**src/spr_pkg.sv**
```systemverilog
// constants and types for the stack, power-save and repeat execution block
// assumes a 16-bit core with a 23-bit program counter
package spr_pkg;
   localparam logic [7:0]  ADDR_SP         = 8'h00;
   localparam logic [7:0]  ADDR_RCR        = 8'h04;
   localparam logic [7:0]  ADDR_REP        = 8'h08;
   localparam logic [7:0]  ADDR_IRQ_STATUS = 8'h0c;
   localparam logic [7:0]  ADDR_IRQ_MASK   = 8'h10;
   localparam int          WATCHDOG_TIMEOUT_FLAG_BIT        = 4;
   localparam int          SLEEP_BIT       = 3;
   localparam int          IDLE_BIT        = 2;
   localparam int          RA_BIT          = 14;
   localparam int          REP_BITS        = 14;
   localparam logic [15:0] SP_RESET        = 16'h0800;
   localparam logic [15:0] STACK_STEP      = 16'h0002;
   localparam logic [22:0] PC_STEP         = 23'h000002;
   localparam int          EV_SAVE         = 0;
   localparam int          EV_WAKE         = 1;
   localparam int          EV_REP_DONE     = 2;
   localparam int          EV_W            = 3;

   typedef enum logic [3:0] {OP_NONE, OP_PUSH, OP_PUSH_D, OP_PUSH_S, OP_POP_S,
                             OP_POWER_SAVE_INSTR, OP_RELATIVE_CALL_INSTR, OP_REPEAT_LIT, OP_REPEAT_REG} op_t;
   typedef enum logic [1:0] {PW_RUN, PW_SLEEP, PW_IDLE} pwr_t;
   typedef enum logic [1:0] {SQ_IDLE, SQ_HI, SQ_CALL} seq_t;

   typedef struct packed {
      op_t         op;
      logic [15:0] src_lo;
      logic [15:0] src_hi;
      logic [15:0] count_src;
      logic        power_mode_select;
      logic [15:0] offset;
      logic [22:0] pc;
   } instr_t;

   typedef struct packed {
      logic [15:0] w0;
      logic [15:0] w1;
      logic [15:0] w2;
      logic [15:0] w3;
      logic [4:0]  sr_bits;
   } shadow_t;

   typedef struct packed {
      logic        we;
      logic [15:0] addr;
      logic [15:0] wdata;
   } mem_wr_t;

   typedef struct packed {
      logic cpu;
      logic periph;
      logic osc;
   } clk_en_t;

   typedef struct packed {
      seq_t                      seq;
      pwr_t                      pwr;
      logic [15:0]               sp;
      logic [15:0]               hi_word;
      logic [22:0]               pc_next;
      logic                      pc_load;
      logic [REP_BITS-1:0]       repeat_counter;
      logic                      repeat_active_flag;
      logic [WATCHDOG_TIMEOUT_FLAG_BIT:IDLE_BIT]  rcr_flags;
      logic                      wdt_clear;
      shadow_t                   shadow;
      logic                      restore;
      mem_wr_t                   mem;
      logic [EV_W-1:0]           irq_status;
      logic [EV_W-1:0]           irq_mask;
      logic [15:0]               rdata;
   } state_t;
endpackage

```
**src/stack_powersave_repeat_exec.sv**
```systemverilog
// executes stack pushes, shadow push/restore, power save, relative call and repeat loops
// assumes the decode stage, register file and clock gates share clk; all inputs except the asynchronous reset arst_n are synchronous
// Function
// RULE1: shadow restore leaves shadow contents unchanged
// RULE2: power save clears watchdog and three flags
// RULE3: mode 0 enters sleep, all clocks stop
// RULE4: mode 1 enters idle, only cpu stops
// RULE5: wake on interrupt, reset or watchdog timeout
// RULE6: idle wake sets idle flag, cpu clock
// RULE7: sleep wake sets sleep flag, restarts oscillator
// RULE8: watchdog wake sets timeout flag
// RULE9: register repeat loads low 14 bits only
// RULE10: target runs count plus one times
// RULE11: target fetched once, held in register
// RULE12: counter decrements after each target execution
// RULE13: at zero, one final run then continue
// RULE14: register repeat of zero is no-op
// RULE15: software avoids illegal repeat targets
// RULE16: interrupts allowed during repeat and target
// RULE17: push writes at pointer, pointer plus two
// RULE18: relative call pushes pc+2, adds offset
// RULE19: nonzero repeat sets flag, completion clears
//
// Implementation choices: strobed register access and the address map.
module stack_powersave_repeat_exec
   import spr_pkg::*;
#(
   parameter logic [15:0] STACK_BASE = SP_RESET
)(
   // clock and reset
   input  wire logic    clk,
   input  wire logic    arst_n,
   // decode stage
   input  wire logic    instr_valid,
   input  instr_t       instr,
   output logic         instr_ready,
   input  wire logic    target_done,
   output logic         hold_ir,
   output logic         int_allow,
   // primary registers and shadow restore
   input  shadow_t      primary,
   output shadow_t      restore_data,
   output logic         restore_load,
   // data memory write and program counter
   output mem_wr_t      mem,
   output logic         pc_load,
   output logic [22:0]  pc_next,
   // power control
   input  wire logic    wake_irq,
   input  wire logic    wake_reset,
   input  wire logic    wdt_timeout,
   output logic         wdt_clear,
   output clk_en_t      clk_en,
   output logic [15:0]  reset_control_register,
   // register port
   input  wire logic [7:0]  addr,
   input  wire logic [15:0] wdata,
   input  wire logic        wr,
   input  wire logic        rd,
   output logic [15:0]  rdata,
   output logic         irq
);

   if (STACK_BASE[0] != 1'b0) begin : g_chk
      $error("stack base must be word aligned");
   end

   state_t s;
   state_t next_s;

   logic acc;
   logic wake;
   logic [EV_W-1:0] ev;
   logic [REP_BITS-1:0] cnt;
   logic [22:0] ret_pc;

   function automatic mem_wr_t stack_write(input logic [15:0] a, input logic [15:0] d);
      mem_wr_t m;
      m.we = 1'b1;
      m.addr = a;
      m.wdata = d;
      return m;
   endfunction

   assign acc = instr_valid && instr_ready;
   assign wake = wake_irq || wake_reset || wdt_timeout;
   assign ret_pc = instr.pc + PC_STEP;

   always_comb begin
      next_s = s;
      ev = '0;
      cnt = instr.count_src[REP_BITS-1:0];
      next_s.mem = '0;
      next_s.pc_load = 1'b0;
      next_s.wdt_clear = 1'b0;
      next_s.restore = 1'b0;
      next_s.rdata = 16'h0000;
      // software writes first so hardware sets win in the same cycle
      if (wr) begin
         case (addr)
            ADDR_SP: next_s.sp = {wdata[15:1], 1'b0};
            ADDR_RCR: next_s.rcr_flags = wdata[WATCHDOG_TIMEOUT_FLAG_BIT:IDLE_BIT];
            ADDR_IRQ_STATUS: next_s.irq_status = s.irq_status & ~wdata[EV_W-1:0];
            ADDR_IRQ_MASK: next_s.irq_mask = wdata[EV_W-1:0];
            default: ;
         endcase
      end
      if (rd) begin
         case (addr)
            ADDR_SP: next_s.rdata = s.sp;
            ADDR_RCR: next_s.rdata = {11'h000, s.rcr_flags, 2'h0};
            ADDR_REP: next_s.rdata = {1'b0, s.repeat_active_flag, s.repeat_counter};
            ADDR_IRQ_STATUS: next_s.rdata = {13'h0000, s.irq_status};
            ADDR_IRQ_MASK: next_s.rdata = {13'h0000, s.irq_mask};
            default: next_s.rdata = 16'h0000;
         endcase
      end
      // second stack word of a double push or call
      case (s.seq)
         SQ_HI, SQ_CALL: begin
            next_s.mem = stack_write(s.sp, s.hi_word); // RULE17
            next_s.sp = s.sp + STACK_STEP; // RULE17
            next_s.pc_load = (s.seq == SQ_CALL); // RULE18
            next_s.seq = SQ_IDLE;
         end
         default: ;
      endcase
      if (acc) begin
         case (instr.op)
            OP_PUSH: begin
               next_s.mem = stack_write(s.sp, instr.src_lo); // RULE17
               next_s.sp = s.sp + STACK_STEP; // RULE17
            end
            OP_PUSH_D: begin
               next_s.mem = stack_write(s.sp, instr.src_lo); // RULE17
               next_s.sp = s.sp + STACK_STEP;
               next_s.hi_word = instr.src_hi;
               next_s.seq = SQ_HI;
            end
            OP_RELATIVE_CALL_INSTR: begin
               next_s.mem = stack_write(s.sp, ret_pc[15:0]); // RULE18
               next_s.sp = s.sp + STACK_STEP;
               next_s.hi_word = {9'h000, ret_pc[22:16]};
               next_s.pc_next = ret_pc + {{6{instr.offset[15]}}, instr.offset, 1'b0}; // RULE18
               next_s.seq = SQ_CALL;
            end
            OP_PUSH_S: next_s.shadow = primary;
            OP_POP_S: next_s.restore = 1'b1; // RULE1
            OP_POWER_SAVE_INSTR: begin
               next_s.wdt_clear = 1'b1; // RULE2
               next_s.rcr_flags = '0; // RULE2
               next_s.pwr = instr.power_mode_select ? PW_IDLE : PW_SLEEP; // RULE3 RULE4
               ev[EV_SAVE] = 1'b1;
            end
            OP_REPEAT_LIT, OP_REPEAT_REG: begin
               next_s.repeat_counter = cnt; // RULE9
               next_s.repeat_active_flag = (cnt != '0); // RULE14 RULE19
            end
            default: ;
         endcase
      end
      // each execution of the held target counts down the loop
      if (s.repeat_active_flag && target_done) begin
         if (s.repeat_counter == '0) begin
            next_s.repeat_active_flag = 1'b0; // RULE13 RULE19
            ev[EV_REP_DONE] = 1'b1;
         end else begin
            next_s.repeat_counter = s.repeat_counter - 1'b1; // RULE12 RULE10
         end
      end
      if (s.pwr != PW_RUN && wake) begin
         next_s.pwr = PW_RUN; // RULE5
         if (s.pwr == PW_IDLE) begin
            next_s.rcr_flags[IDLE_BIT] = 1'b1; // RULE6
         end else begin
            next_s.rcr_flags[SLEEP_BIT] = 1'b1; // RULE7
         end
         if (wdt_timeout) begin
            next_s.rcr_flags[WATCHDOG_TIMEOUT_FLAG_BIT] = 1'b1; // RULE8
         end
         ev[EV_WAKE] = 1'b1;
      end
      next_s.irq_status = next_s.irq_status | ev;
   end

   always_ff @(posedge clk or negedge arst_n) begin
      if (!arst_n) begin
         s <= '0;
         s.sp <= STACK_BASE;
         s.seq <= SQ_IDLE;
         s.pwr <= PW_RUN;
      end else begin
         s <= next_s;
      end
   end

   // new work waits for the second stack word and for the clock to return
   assign instr_ready = (s.seq == SQ_IDLE) && (s.pwr == PW_RUN);
   assign hold_ir = s.repeat_active_flag; // RULE11
   assign int_allow = (s.seq == SQ_IDLE); // RULE16
   assign restore_data = s.shadow;
   assign restore_load = s.restore;
   assign mem = s.mem;
   assign pc_load = s.pc_load;
   assign pc_next = s.pc_next;
   assign wdt_clear = s.wdt_clear;
   assign clk_en.cpu = (s.pwr == PW_RUN); // RULE3 RULE4
   assign clk_en.periph = (s.pwr != PW_SLEEP); // RULE3 RULE4
   assign clk_en.osc = (s.pwr != PW_SLEEP); // RULE3 RULE7
   assign reset_control_register = {11'h000, s.rcr_flags, 2'h0};
   assign rdata = s.rdata;
   assign irq = |(s.irq_status & s.irq_mask);
endmodule

```
**config.mk**
```make
export PLATFORM = sky130hd
export DESIGN_NAME = stack_powersave_repeat_exec
export DESIGN_NICKNAME = d
export VERILOG_FILES = /design/src/spr_pkg.sv /design/src/stack_powersave_repeat_exec.sv
export SDC_FILE = /design/constraint.sdc
export NUM_CORES = 1
export LEC_CHECK = 0
export BUFFER_PORTS_ARGS = -buffer_cell sky130_fd_sc_hd__buf_2
export CAP_MARGIN = 20
export CORE_MARGIN = 3
export CORE_UTILIZATION = 50
export DETAILED_ROUTE_END_ITERATION = 8
export PLACE_DENSITY_LB_ADDON = 0.3
export SETUP_SLACK_MARGIN = 0.5
export SYNTH_ARGS = -nofsm -noshare
export SYNTH_HDL_FRONTEND = slang
export SYNTH_SLANG_ARGS = --single-unit
```
**constraint.sdc**
```tcl
create_clock -name clk -period 4.1 [get_ports clk]
set_input_delay 0.82 -clock clk [delete_from_list [all_inputs] [get_ports clk]]
set_output_delay 0.82 -clock clk [all_outputs]
set_load 0.01 [all_outputs]
```
-- Word-level counts from Yosys, hierarchy flattened
Cells that the tools add are included.
Widths: inputs -> output; s select.
- $add $sub $neg: 4
- equal/unequal tests: 16
- muxes and demuxes: 39
- bitwise gates (word level): 4
- reductions and logical operators: 25
- operators with widths (kind ; count):
    $mux 122 ; 1
    $mux 16 ; 5
    $pmux 16 s5 ; 1
    $mux 69 ; 1
    $pmux 33 s2 ; 1
    $mux 59 ; 1
    $mux 33 ; 1
    $pmux 16 s2 ; 1
    $mux 15 ; 2
    $add 23x2->23 const B ; 1
    $add 23x23->23 ; 1
    $mux 23 ; 1
    $add 16x2->16 const B ; 1
    $eq 4x3->1 const B ; 4
    $eq 8x4->1 const B ; 2
    $mux 3 ; 5
    $logic_not 14->1 ; 1
    $mux 14 ; 1
    $reduce_bool 14->1 ; 1
    $sub 14x1->14 const B ; 1
    $mux 1 ; 11
    $reduce_and 2->1 ; 5
    $eq 4x2->1 const B ; 2
    $eq 8x3->1 const B ; 1
    other kinds (20) ; 36
- register bits after elaboration: 204
- bits of input ports: 194
- output and inout bits: 167
- word-level logic and storage cells: 110

-- Depth between registers and ports, before layout
Gate-level depths: netlist of run 1.
- word-level depth: 7
- mapped depth: 13

-- Least setup slack after synthesis of run 1
Ideal clock, no wire load.
- kind: in2reg
- from: in instr[1] (netlist bit)
- to: reg s (netlist bit pc_next[22])
- library setup time: 83 ps
- arrival: 3379 ps
- data required time: 4017 ps
- path slack: 639 ps
- cell stages on the path: 12
- path buffers: 0
- cell sequence: ha_1 -> nand2_1 -> nor4_1 -> nand3_1 -> xnor2_1 -> ha_1 -> a21oi_1 -> o21ai_0 -> or3_1 -> o21ba_2 -> xor2_1 -> o21ai_0
- word-level cells in the longest chain between the ends: 2
- ends and longest elaborated chain (element ; RTL line ; text):
    start, declared ; stack_powersave_repeat_exec.sv:35 ; input instr_t instr,
    $add 23x2->23 ; stack_powersave_repeat_exec.sv:87 ; assign ret_pc = instr.pc + PC_STEP;
    $add 23x23->23 ; stack_powersave_repeat_exec.sv:144 ; next_s.pc_next = ret_pc + {{6{instr.offset[15]}}, instr.offset, 1'b0};
    end signal, assigned ; stack_powersave_repeat_exec.sv:193 ; s <= next_s;
    end, declared ; stack_powersave_repeat_exec.sv:68 ; state_t s;
No other way between the ends.
A chain may end at the register's enable or synchronous reset.

-- Final worst setup path of run 1
- from: in instr[3] (netlist bit)
- to: reg s (netlist bit pc_next[21])
The elaborated chain is that of the path after synthesis.

==> results of run 1 <==
==> layer usage <==
metal,wire (um),global-route usage,vias up,share of wire
li1,-,-,4296,-
met1,12400,0.313,4363,0.40
met2,14900,0.399,436,0.48
met3,2780,0.0484,73,0.090
met4,927,0.0750,4,0.030
met5,21,0,-,0.00068
==> critical path, stage by stage <==
cell and delay, ns:
buf_2 0.15, and3_1 0.22, and4_1 0.29, nand3_1 0.12, xnor2_1 0.30, ha_1 0.39, a21o_1 0.22, a21o_1 0.19
a211o_1 0.30, a31o_2 0.24, or4_1 0.46, nand3_1 0.09
==> final timing paths <==
check / start / end / slack, ns / depth (start not counted)
min in group clk: s[172]$_DFFE_PN0P_ / s[172]$_DFFE_PN0P_ / 0.46 / 2
worst min register to register: s[172]$_DFFE_PN0P_ / s[172]$_DFFE_PN0P_ / 0.46 / 2
worst max register to register: s[202]$_DFF_PN0_ / pc_next[21]$_DFFE_PN0P_ / 1.25 / 10
worst max-delay path: instr[3] / pc_next[21]$_DFFE_PN0P_ / 0.73 / 12
max in group asynchronous: arst_n / restore_data[34]$_DFFE_PN0P_ / 2.83 / 2
worst min-delay path: arst_n / mem[28]$_DFF_PN0_ / 0.45 / 1
==> final cells by class <==
cell class / count / area share
flip-flops and latches: 204 / 0.387
inverters: 22 / 0.00664
multi-input cells: 714 / 0.369
well taps: 280 / 0.0266
repair buffers: 369 / 0.148
diodes: 1 / 0.000190
clock buffers: 32 / 0.0517
clock inverters: 11 / 0.0110
==> where the power goes <==
part | internal (mW) | switching, mW
logic | 0.995 | 1.19
registers | 2.64 | 0.416
clock network | 1.36 | 0.853
total | 4.99 | 2.46
==> cell families after synthesis <==
group | share of synthesized area
AOI/OAI and AO/OA | 0.135
xor gates and xnor gates | 0.0281
adders and majority gates | 0.0369
buffers and inverters | 0.130
DFF | 0.448
muxes | 0.0783
other | 0.000329
and+or+nand+nor | 0.143
==> registers in the layout, summed over array words and instances (netlist names), 3 cells and up <==
signal,count
reset_control_register,3
restore_data,69
s,56
mem,33
pc_next,23
rdata,16
==> through the flow <==
step / std cells / util / worst slack, ns
final: 1633 / 0.597 / 0.731
after global routing: 1632 / 0.597 / 0.532
after CTS: 1632 / 0.597 / 0.600
after detailed placement: 1589 / 0.559 / 0.103
after global placement: 1589 / 0.559 / 0.159
after floorplan: 1138 / - / 0.639
==> cell usage in the layout, fill, tap and decap left out, types with 4 or more instances in the layout <==
cell,instances
a32o_1,4
nor4_1,6
buf_4,21
clkbuf_1,4
a211o_1,10
and3_1,10
a211oi_1,7
a22oi_1,28
clkbuf_16,25
nand2_1,113
o221ai_1,6
mux2i_1,7
inv_1,21
nor3b_1,5
buf_2,344
mux2_2,73
o22ai_1,22
conb_1,13
a21o_1,15
o21ai_0,51
o211ai_1,6
ha_1,32
clkbuf_8,4
nand4_1,19
or3_1,8
nand3_1,26
dfrtp_1,203
o21a_1,4
nor2_1,60
a31oi_1,4
xor2_1,15
nor3_1,23
a21oi_1,39
xnor2_1,19
or4_1,5
and2_1,19
==> results.json, run 1 <==
{
  "tns_ns": 0,
  "routed_wl_um": 31000,
  "seq_area_sq_um": 5110,
  "clk_latency_ns": 0.51,
  "wl_per_cell_um": 19.0,
  "period_share": 0.822,
  "worst-path-max-fanout": 8,
  "synthTopCellsByArea": "dfrtp_1 45%, buf_4 11%, mux2_2 7.2%",
  "core-area_sq_um": 22100,
  "grt_pass1_vias": 8746,
  "avgSynthCellArea_sq_um": 10.1,
  "cts_hold_buffers": 0,
  "critPathCaptureType": "flip-flop",
  "antenna_found_initial": 3,
  "place_congestion": 0.947,
  "hold_viol": 0,
  "tightest_slew_ns": 0.868,
  "num_vias": 9172,
  "cts_buffers": 24,
  "slew_headroom": 0.421,
  "yosysSeqAreaShare": 0.448,
  "place_area_sq_um": 12400,
  "worst_hold_slack_ns": 0.446,
  "root_buffer": "clkbuf_16",
  "yosysMostFrequentCell": "dfrtp_1",
  "cts_resized": 0,
  "grt_max_degree": 107,
  "postSynthCellCount": 1126,
  "clockBufferDepth": 3,
  "synth-main-ff-cell": "dfrtp_1",
  "portBuffers": 345,
  "cp-start-kind": "input port",
  "layout-drive-gt1-share": 0.374,
  "fmax_ghz": 0.297,
  "multi_input_area_sq_um": 4860,
  "synth_edf_count": 0,
  "cp.arrival_ns": 3.80,
  "yosysTopAreaCellShare": 0.446,
  "cts_tree": "done",
  "die_area_sq_um": 24600,
  "maxCapViolations": 0,
  "nNetsFinal": 1562,
  "cp.required_ns": 4.53,
  "synth_cell_types": 77,
  "ys_ff_latch": 204,
  "postRouteAntennaNets": 0,
  "vias_per_cell": 5.62,
  "drt_pass1_iterations": 6,
  "die_h_um": 157,
  "drc_errors": 0,
  "syn_to_final_growth_pct": 15.8,
  "cts.sinks": 204,
  "power-per-cell-area_nw_per_um2": 565,
  "power_mw": 7.46,
  "netlist_area_sq_um": 11400,
  "yosys_warnings": 0,
  "setup_viol": 0,
  "fin_worst_skew_ns": 0.0148,
  "rows": 54,
  "track_usage": 0.239,
  "yosysTopAreaCell": "dfrtp_1",
  "die_w_um": 157,
  "grt.overflow.total": 0,
  "p_leak_nw": 6.59,
  "grt_pass1_wl_um": 47000,
  "ir_worst_vdd_mv": 0.367,
  "io_pins": 361,
  "htreeDepth": 1,
  "outcome": "finished, final reports clean",
  "rsz0062_at_grt": "false",
  "cts_setup_buffers": 0,
  "synthTopCellsByCount": "203 x dfrtp_1, 161 x buf_4, 113 x nand2_1, 73 x mux2_2, 60 x nor2_1",
  "fin_area_sq_um": 13200,
  "path_class": "input port to flip-flop",
  "clkSlewWorstSetupHoldPaths_ns": 0.06,
  "drv_slew": 0,
  "min_path_type": "input port to asynchronous set/reset pin",
  "ys_async_sr_fraction": 1.00,
  "drt_iter0_markers": 685,
  "period_minus_slack_ns": 3.37,
  "dp_hpwl_um": 23600,
  "fillerInstances": 1912,
  "initial_utilization": 0.516
}
Note: power is estimated with default switching activity, not from simulation.
==> run 2: changes to the inputs <==
- clock period: 4.1 -> 3.15 ns (I/O delays scaled with it)
==> run 2 against run 1 <==
  * Register-to-register slack worse by 0.51 ns
  * Global-route usage is 2.2 points higher
  * Worst setup slack worse by 0.41 ns
  * Largest power group unchanged
  * First-iteration DRC count is 2.8% lower
  * Critical path depth is 1 higher
  * Die area stayed put
  * Largest cell class is now multi-input gates
  * Final area is 12% higher
==> results.json, run 2 (synthesis gave the netlist of run 1 again) <==
{
  "grt_pass1_vias": 9516,
  "fin_worst_skew_ns": 0.0118,
  "cts_buffers": 24,
  "setup_viol": 0,
  "drc_errors": 0,
  "final_util": 0.666,
  "internal-power_mw": 6.74,
  "cp.arrival_ns": 3.22,
  "portBuffers": 345,
  "track_usage": 0.260,
  "power-per-cell-area_nw_per_um2": 683,
  "path_class": "input port to flip-flop",
  "largest_register_ffs": 69,
  "place_congestion": 1.02,
  "grt.overflow.total": 0,
  "sw_frac_of_total": 0.329,
  "tightest_slew_ns": 0.685,
  "num_vias": 9746,
  "antenna_found_initial": 5,
  "startpoint": "instr[1]",
  "power.switching_mw": 3.31,
  "critPathCaptureType": "flip-flop",
  "fmax_ghz": 0.353,
  "min_path_type": "input port to asynchronous set/reset pin",
  "cp.required_ns": 3.54,
  "maxCapViolations": 0,
  "use_met1": 0.325,
  "outcome": "finished, final reports clean",
  "layout_common_cells": "336 x buf_2, 203 x dfrtp_1, 121 x buf_4",
  "nNetsFinal": 1669,
  "p_leak_nw": 7.30,
  "power_frac_clock": 0.288,
  "timing.rr.end": "s[188]$_DFF_PN0_",
  "mostFrequentLayoutCell": "buf_2",
  "io_pins": 361,
  "routed_wl_um": 34200,
  "grt_max_degree": 82,
  "root_buffer": "clkbuf_16",
  "vias_per_cell": 5.59,
  "power_mw": 10.1,
  "reg2reg_depth": 10,
  "pwr-share-seq": 0.395,
  "clockBufferDepth": 3,
  "path_buf_inv": 1,
  "cts_tree": "done",
  "die_w_um": 157,
  "tns_ns": 0,
  "path_cells": "buf_2 -> ha_4 -> nand2_2 -> nor4_4 -> nand4_1 -> xnor2_2 -> ha_1 -> a21oi_2 -> o21ai_2 -> or3_1 -> o21ba_2 -> xor2_2 -> o21ai_1",
  "clkSlewWorstSetupHoldPaths_ns": 0.06,
  "hold_viol": 0,
  "die_h_um": 157,
  "wl_per_cell_um": 19.6,
  "crit_path_end": "pc_next[22]$_DFFE_PN0P_",
  "drv_slew": 0,
  "period_share": 0.898,
  "cp-start-kind": "input port",
  "postRouteAntennaNets": 0,
  "gr-max-usage-layer": "met2",
  "initial_utilization": 0.516,
  "grt_util_met2": 0.446,
  "cp_slowest_cell": "or3_1",
  "syn_to_final_growth_pct": 29.2,
  "dp_hpwl_um": 25500,
  "worst-path-max-fanout": 3,
  "slew_headroom": 0.543,
  "grt_pass1_wl_um": 50900,
  "htreeDepth": 1,
  "critical-path-top-delay-family": "simple AND/OR/NAND/NOR gates",
  "r2r_start": "s[202]$_DFF_PN0_",
  "comb_power_share": 0.317,
  "period_minus_slack_ns": 2.83,
  "rsz0062_at_grt": "true",
  "clk_latency_ns": 0.52,
  "r2r_slack_ns": 0.74,
  "drt_pass1_iterations": 5,
  "met3_usage": 0.0531,
  "die_area_sq_um": 24600,
  "path_depth": 13,
  "ir_worst_vdd_mv": 0.431,
  "layout-drive-gt1-share": 0.469,
  "rows": 54,
  "critPathMaxStageDelay_ns": 0.34,
  "core-area_sq_um": 22100,
  "cts.sinks": 204,
  "drt_iter0_markers": 666
}
## run 2: final cells by class
class / instances / area [sq um]
diodes: 3 / 7.51
clock buffers: 38 / 723
clock inverters: 5 / 115
fillers: 1742 / 7380
inverters: 22 / 87.6
multi-input cells: 714 / 5490
flip-flops and latches: 204 / 5110
well taps: 280 / 350
repair buffers: 476 / 2840
## run 2: timing repair
| action | CTS | global route |
|---|---|---|
| setup buffers | 18 | 4 |
| setup endpoints to repair | 8 | 22 |
| cloned | 0 | 0 |
| hold buffers | 0 | 0 |
| pin swaps | 30 | 30 |
| gates resized for setup | 59 | 38 |
## run 2: power groups by stage
stage	combinational [mW]	sequential, mW	clock (mW)
5_1_grt	3.46	4.08	3.06
2_1_floorplan	2.55	3.84	0
4_1_cts	3.12	3.97	2.95
3_3_place_gp	2.97	3.96	0
6_report	3.18	3.98	2.90
3_5_place_dp	3.04	4.01	0
## run 2: worst min path at each step
stage                     cells past startpoint  slack (ns)                from                      endpoint
after floorplan                               0        0.33              arst_n             hold_ir$_DFF_PN0_
after global placement                        2        0.44  s[177]$_DFFE_PN0P_            s[177]$_DFFE_PN0P_
after detailed placement                      2        0.45  s[183]$_DFFE_PN0P_            s[183]$_DFFE_PN0P_
after CTS                                     1        0.16              arst_n  restore_data[50]$_DFFE_PN0P_
after global routing                          1        0.17              arst_n  restore_data[50]$_DFFE_PN0P_
final                                         1        0.13              arst_n  restore_data[49]$_DFFE_PN0P_
## run 2: stage by stage
| step | area (sq um) | setup slack, ns | hold WS, ns | cells |
|---|---|---|---|---|
| 4_1_cts | 14500 | 0.501 | 0.160 | 1735 |
| 3_5_place_dp | 13100 | -0.232 | 0.451 | 1674 |
| 3_3_place_gp | 13100 | -0.155 | 0.443 | 1674 |
| 2_1_floorplan | 11600 | 0.0790 | 0.334 | 1138 |
| 6_report | 14700 | 0.321 | 0.131 | 1742 |
| 5_1_grt | 14700 | 0.235 | 0.170 | 1742 |
## run 2: worst reg2reg max path: stages (launching register included)
cell       delay (ns)
dfrtp_1          0.35
inv_1            0.07
ha_1             0.25
nand4bb_1        0.13
buf_4            0.18
a211o_1          0.18
nor2b_4          0.21
clkinv_4         0.17
a21oi_1          0.37
a21oi_1          0.12
o221a_2          0.27
## run 2: metal layers
metal	vias up	part of all wire
met3	82	0.072
met4	6	0.037
met2	411	0.51
met5	-	0.0013
li1	4498	-
met1	4749	0.38
==> run 3: changes to the inputs <==
- CORE_UTILIZATION: 50 -> 44
==> run 3 against run 2 <==
  * Clock skew barely moved
  * Sequential power barely moved
  * Total power shrank 1.6%
  * First-iteration DRC count rose by 18%
  * Routed wire length decreased by 0.65%
  * Die area up 13%
  * Critical endpoint is now pc_next[21]$_DFFE_PN0P_
  * Largest cell class unchanged
  * Highest routed layer unchanged
==> results.json, run 3 (synthesis gave the netlist of run 1 again) <==
{
  "die_w_um": 167,
  "die_area_sq_um": 27900,
  "path_cells": "buf_6 -> buf_4 -> nand4_1 -> nor4_4 -> nand3_1 -> xnor2_2 -> ha_1 -> a21o_1 -> a211o_1 -> a31o_2 -> or4_1 -> nand3_1",
  "root_buffer": "clkbuf_16",
  "rows": 58,
  "largest_register_ffs": 69,
  "grt.overflow.total": 0,
  "postRouteAntennaNets": 0,
  "nNetsFinal": 1676,
  "drc_errors": 0,
  "maxCapViolations": 0,
  "cp_slowest_cell": "or4_1",
  "period_minus_slack_ns": 2.74,
  "antenna_found_initial": 9,
  "fmax_ghz": 0.366,
  "power_mw": 9.89,
  "fin_worst_skew_ns": 0.0117,
  "grt_pass1_vias": 9658,
  "p_leak_nw": 7.30,
  "period_share": 0.868,
  "final.setup.worst_slack_ns": 0.414,
  "fin_area_sq_um": 14600,
  "track_usage": 0.234,
  "worst_hold_slack_ns": 0.0975,
  "cp.arrival_ns": 3.18,
  "hold_viol": 0,
  "clk_latency_ns": 0.52,
  "rsz0062_at_grt": "true",
  "vias_per_cell": 5.36,
  "setup_viol": 0,
  "initial_utilization": 0.450,
  "worst-path-max-fanout": 5,
  "die_h_um": 167,
  "min_path_type": "input port to asynchronous set/reset pin",
  "cts.sinks": 204,
  "place_area_sq_um": 13200,
  "wl_per_cell_um": 18.9,
  "clkSlewWorstSetupHoldPaths_ns": 0.06,
  "cts_buffers": 25,
  "grt_pass1_wl_um": 52800,
  "drt_iter0_markers": 783,
  "crit_top_cell": "nand3_1",
  "slew_headroom": 0.557,
  "critical-path-top-delay-family": "simple AND/OR/NAND/NOR gates",
  "syn_to_final_growth_pct": 28.4,
  "path_class": "input port to flip-flop",
  "drt_pass1_iterations": 6,
  "critPathCaptureType": "flip-flop",
  "dp_hpwl_um": 25600,
  "grt_max_degree": 64,
  "power-per-cell-area_nw_per_um2": 676,
  "drv_slew": 0,
  "portBuffers": 345,
  "layout_common_cells": "335 x buf_2, 203 x dfrtp_1, 129 x buf_4",
  "r2r_slack_ns": 0.72,
  "core-area_sq_um": 25300,
  "cts_hold_buffers": 0,
  "ir_worst_vdd_mv": 0.519,
  "mostFrequentLayoutCell": "buf_2",
  "htreeDepth": 1,
  "cp.required_ns": 3.60,
  "tightest_slew_ns": 0.664,
  "cp-start-kind": "input port",
  "layout-drive-gt1-share": 0.460,
  "io_pins": 361,
  "num_vias": 9653,
  "cts_tree": "done",
  "pre_cts_ws_ns": -0.219,
  "place_congestion": 0.930,
  "tns_ns": 0,
  "clockBufferDepth": 3,
  "path_buf_inv": 2,
  "outcome": "finished, final reports clean",
  "critPathMaxStageDelay_ns": 0.39,
  "routed_wl_um": 34000
}
-- run 3: repair_timing --
| action | in CTS | in global routing |
|---|---|---|
| pin swaps | 35 | 19 |
| cloned | 0 | 0 |
| gates resized for setup | 53 | 26 |
| buffers inserted | 13 | 6 |
| setup endpoints to repair | 78 | 92 |
-- run 3: per-layer routing --
metal / share of wire / track usage / wire length, um
met5: 0.0016 / 0 / 56
met4: 0.031 / 0.0803 / 1070
met3: 0.078 / 0.0482 / 2650
met2: 0.50 / 0.396 / 16900
met1: 0.39 / 0.300 / 13300
-- run 3: per-stage QoR --
| stage | util | instances |
|---|---|---|
| floorplan | - | 1138 |
| global placement | 0.522 | 1733 |
| detailed placement | 0.522 | 1733 |
| CTS | 0.569 | 1789 |
| global route | 0.577 | 1799 |
| finish | 0.577 | 1801 |
-- run 3: report_power, final --
part	switching, mW	total (mW)	leakage [nW]	internal (mW)
Combinational	1.66	3.14	4.32	1.48
Sequential	0.552	3.99	2.59	3.44
Clock	1.10	2.76	0.395	1.66
-- run 3: cell type report --
class | instances | area (sq um)
Clock inverter | 7 | 78.8
Inverter | 22 | 87.6
Antenna cell | 6 | 15.0
Tap cell | 330 | 413
Sequential cell | 204 | 5110
Multi-Input combinational cell | 714 | 5340
Clock buffer | 36 | 717
Fill cell | 2200 | 10700
Timing Repair Buffer | 482 | 2870
-- run 3: worst paths after layout --
path,depth (start not counted),endpoint,from
worst max-delay path,12,pc_next[21]$_DFFE_PN0P_,instr[1]
max in group asynchronous,2,restore_data[7]$_DFFE_PN0P_,arst_n
worst min register to register,2,s[181]$_DFFE_PN0P_,s[181]$_DFFE_PN0P_
min in group clk,2,s[200]$_DFFE_PN0P_,instr[39]
worst max register to register,7,restore_data[36]$_DFFE_PN0P_,s[202]$_DFF_PN0_
worst min-delay path,1,restore_data[48]$_DFFE_PN0P_,arst_n
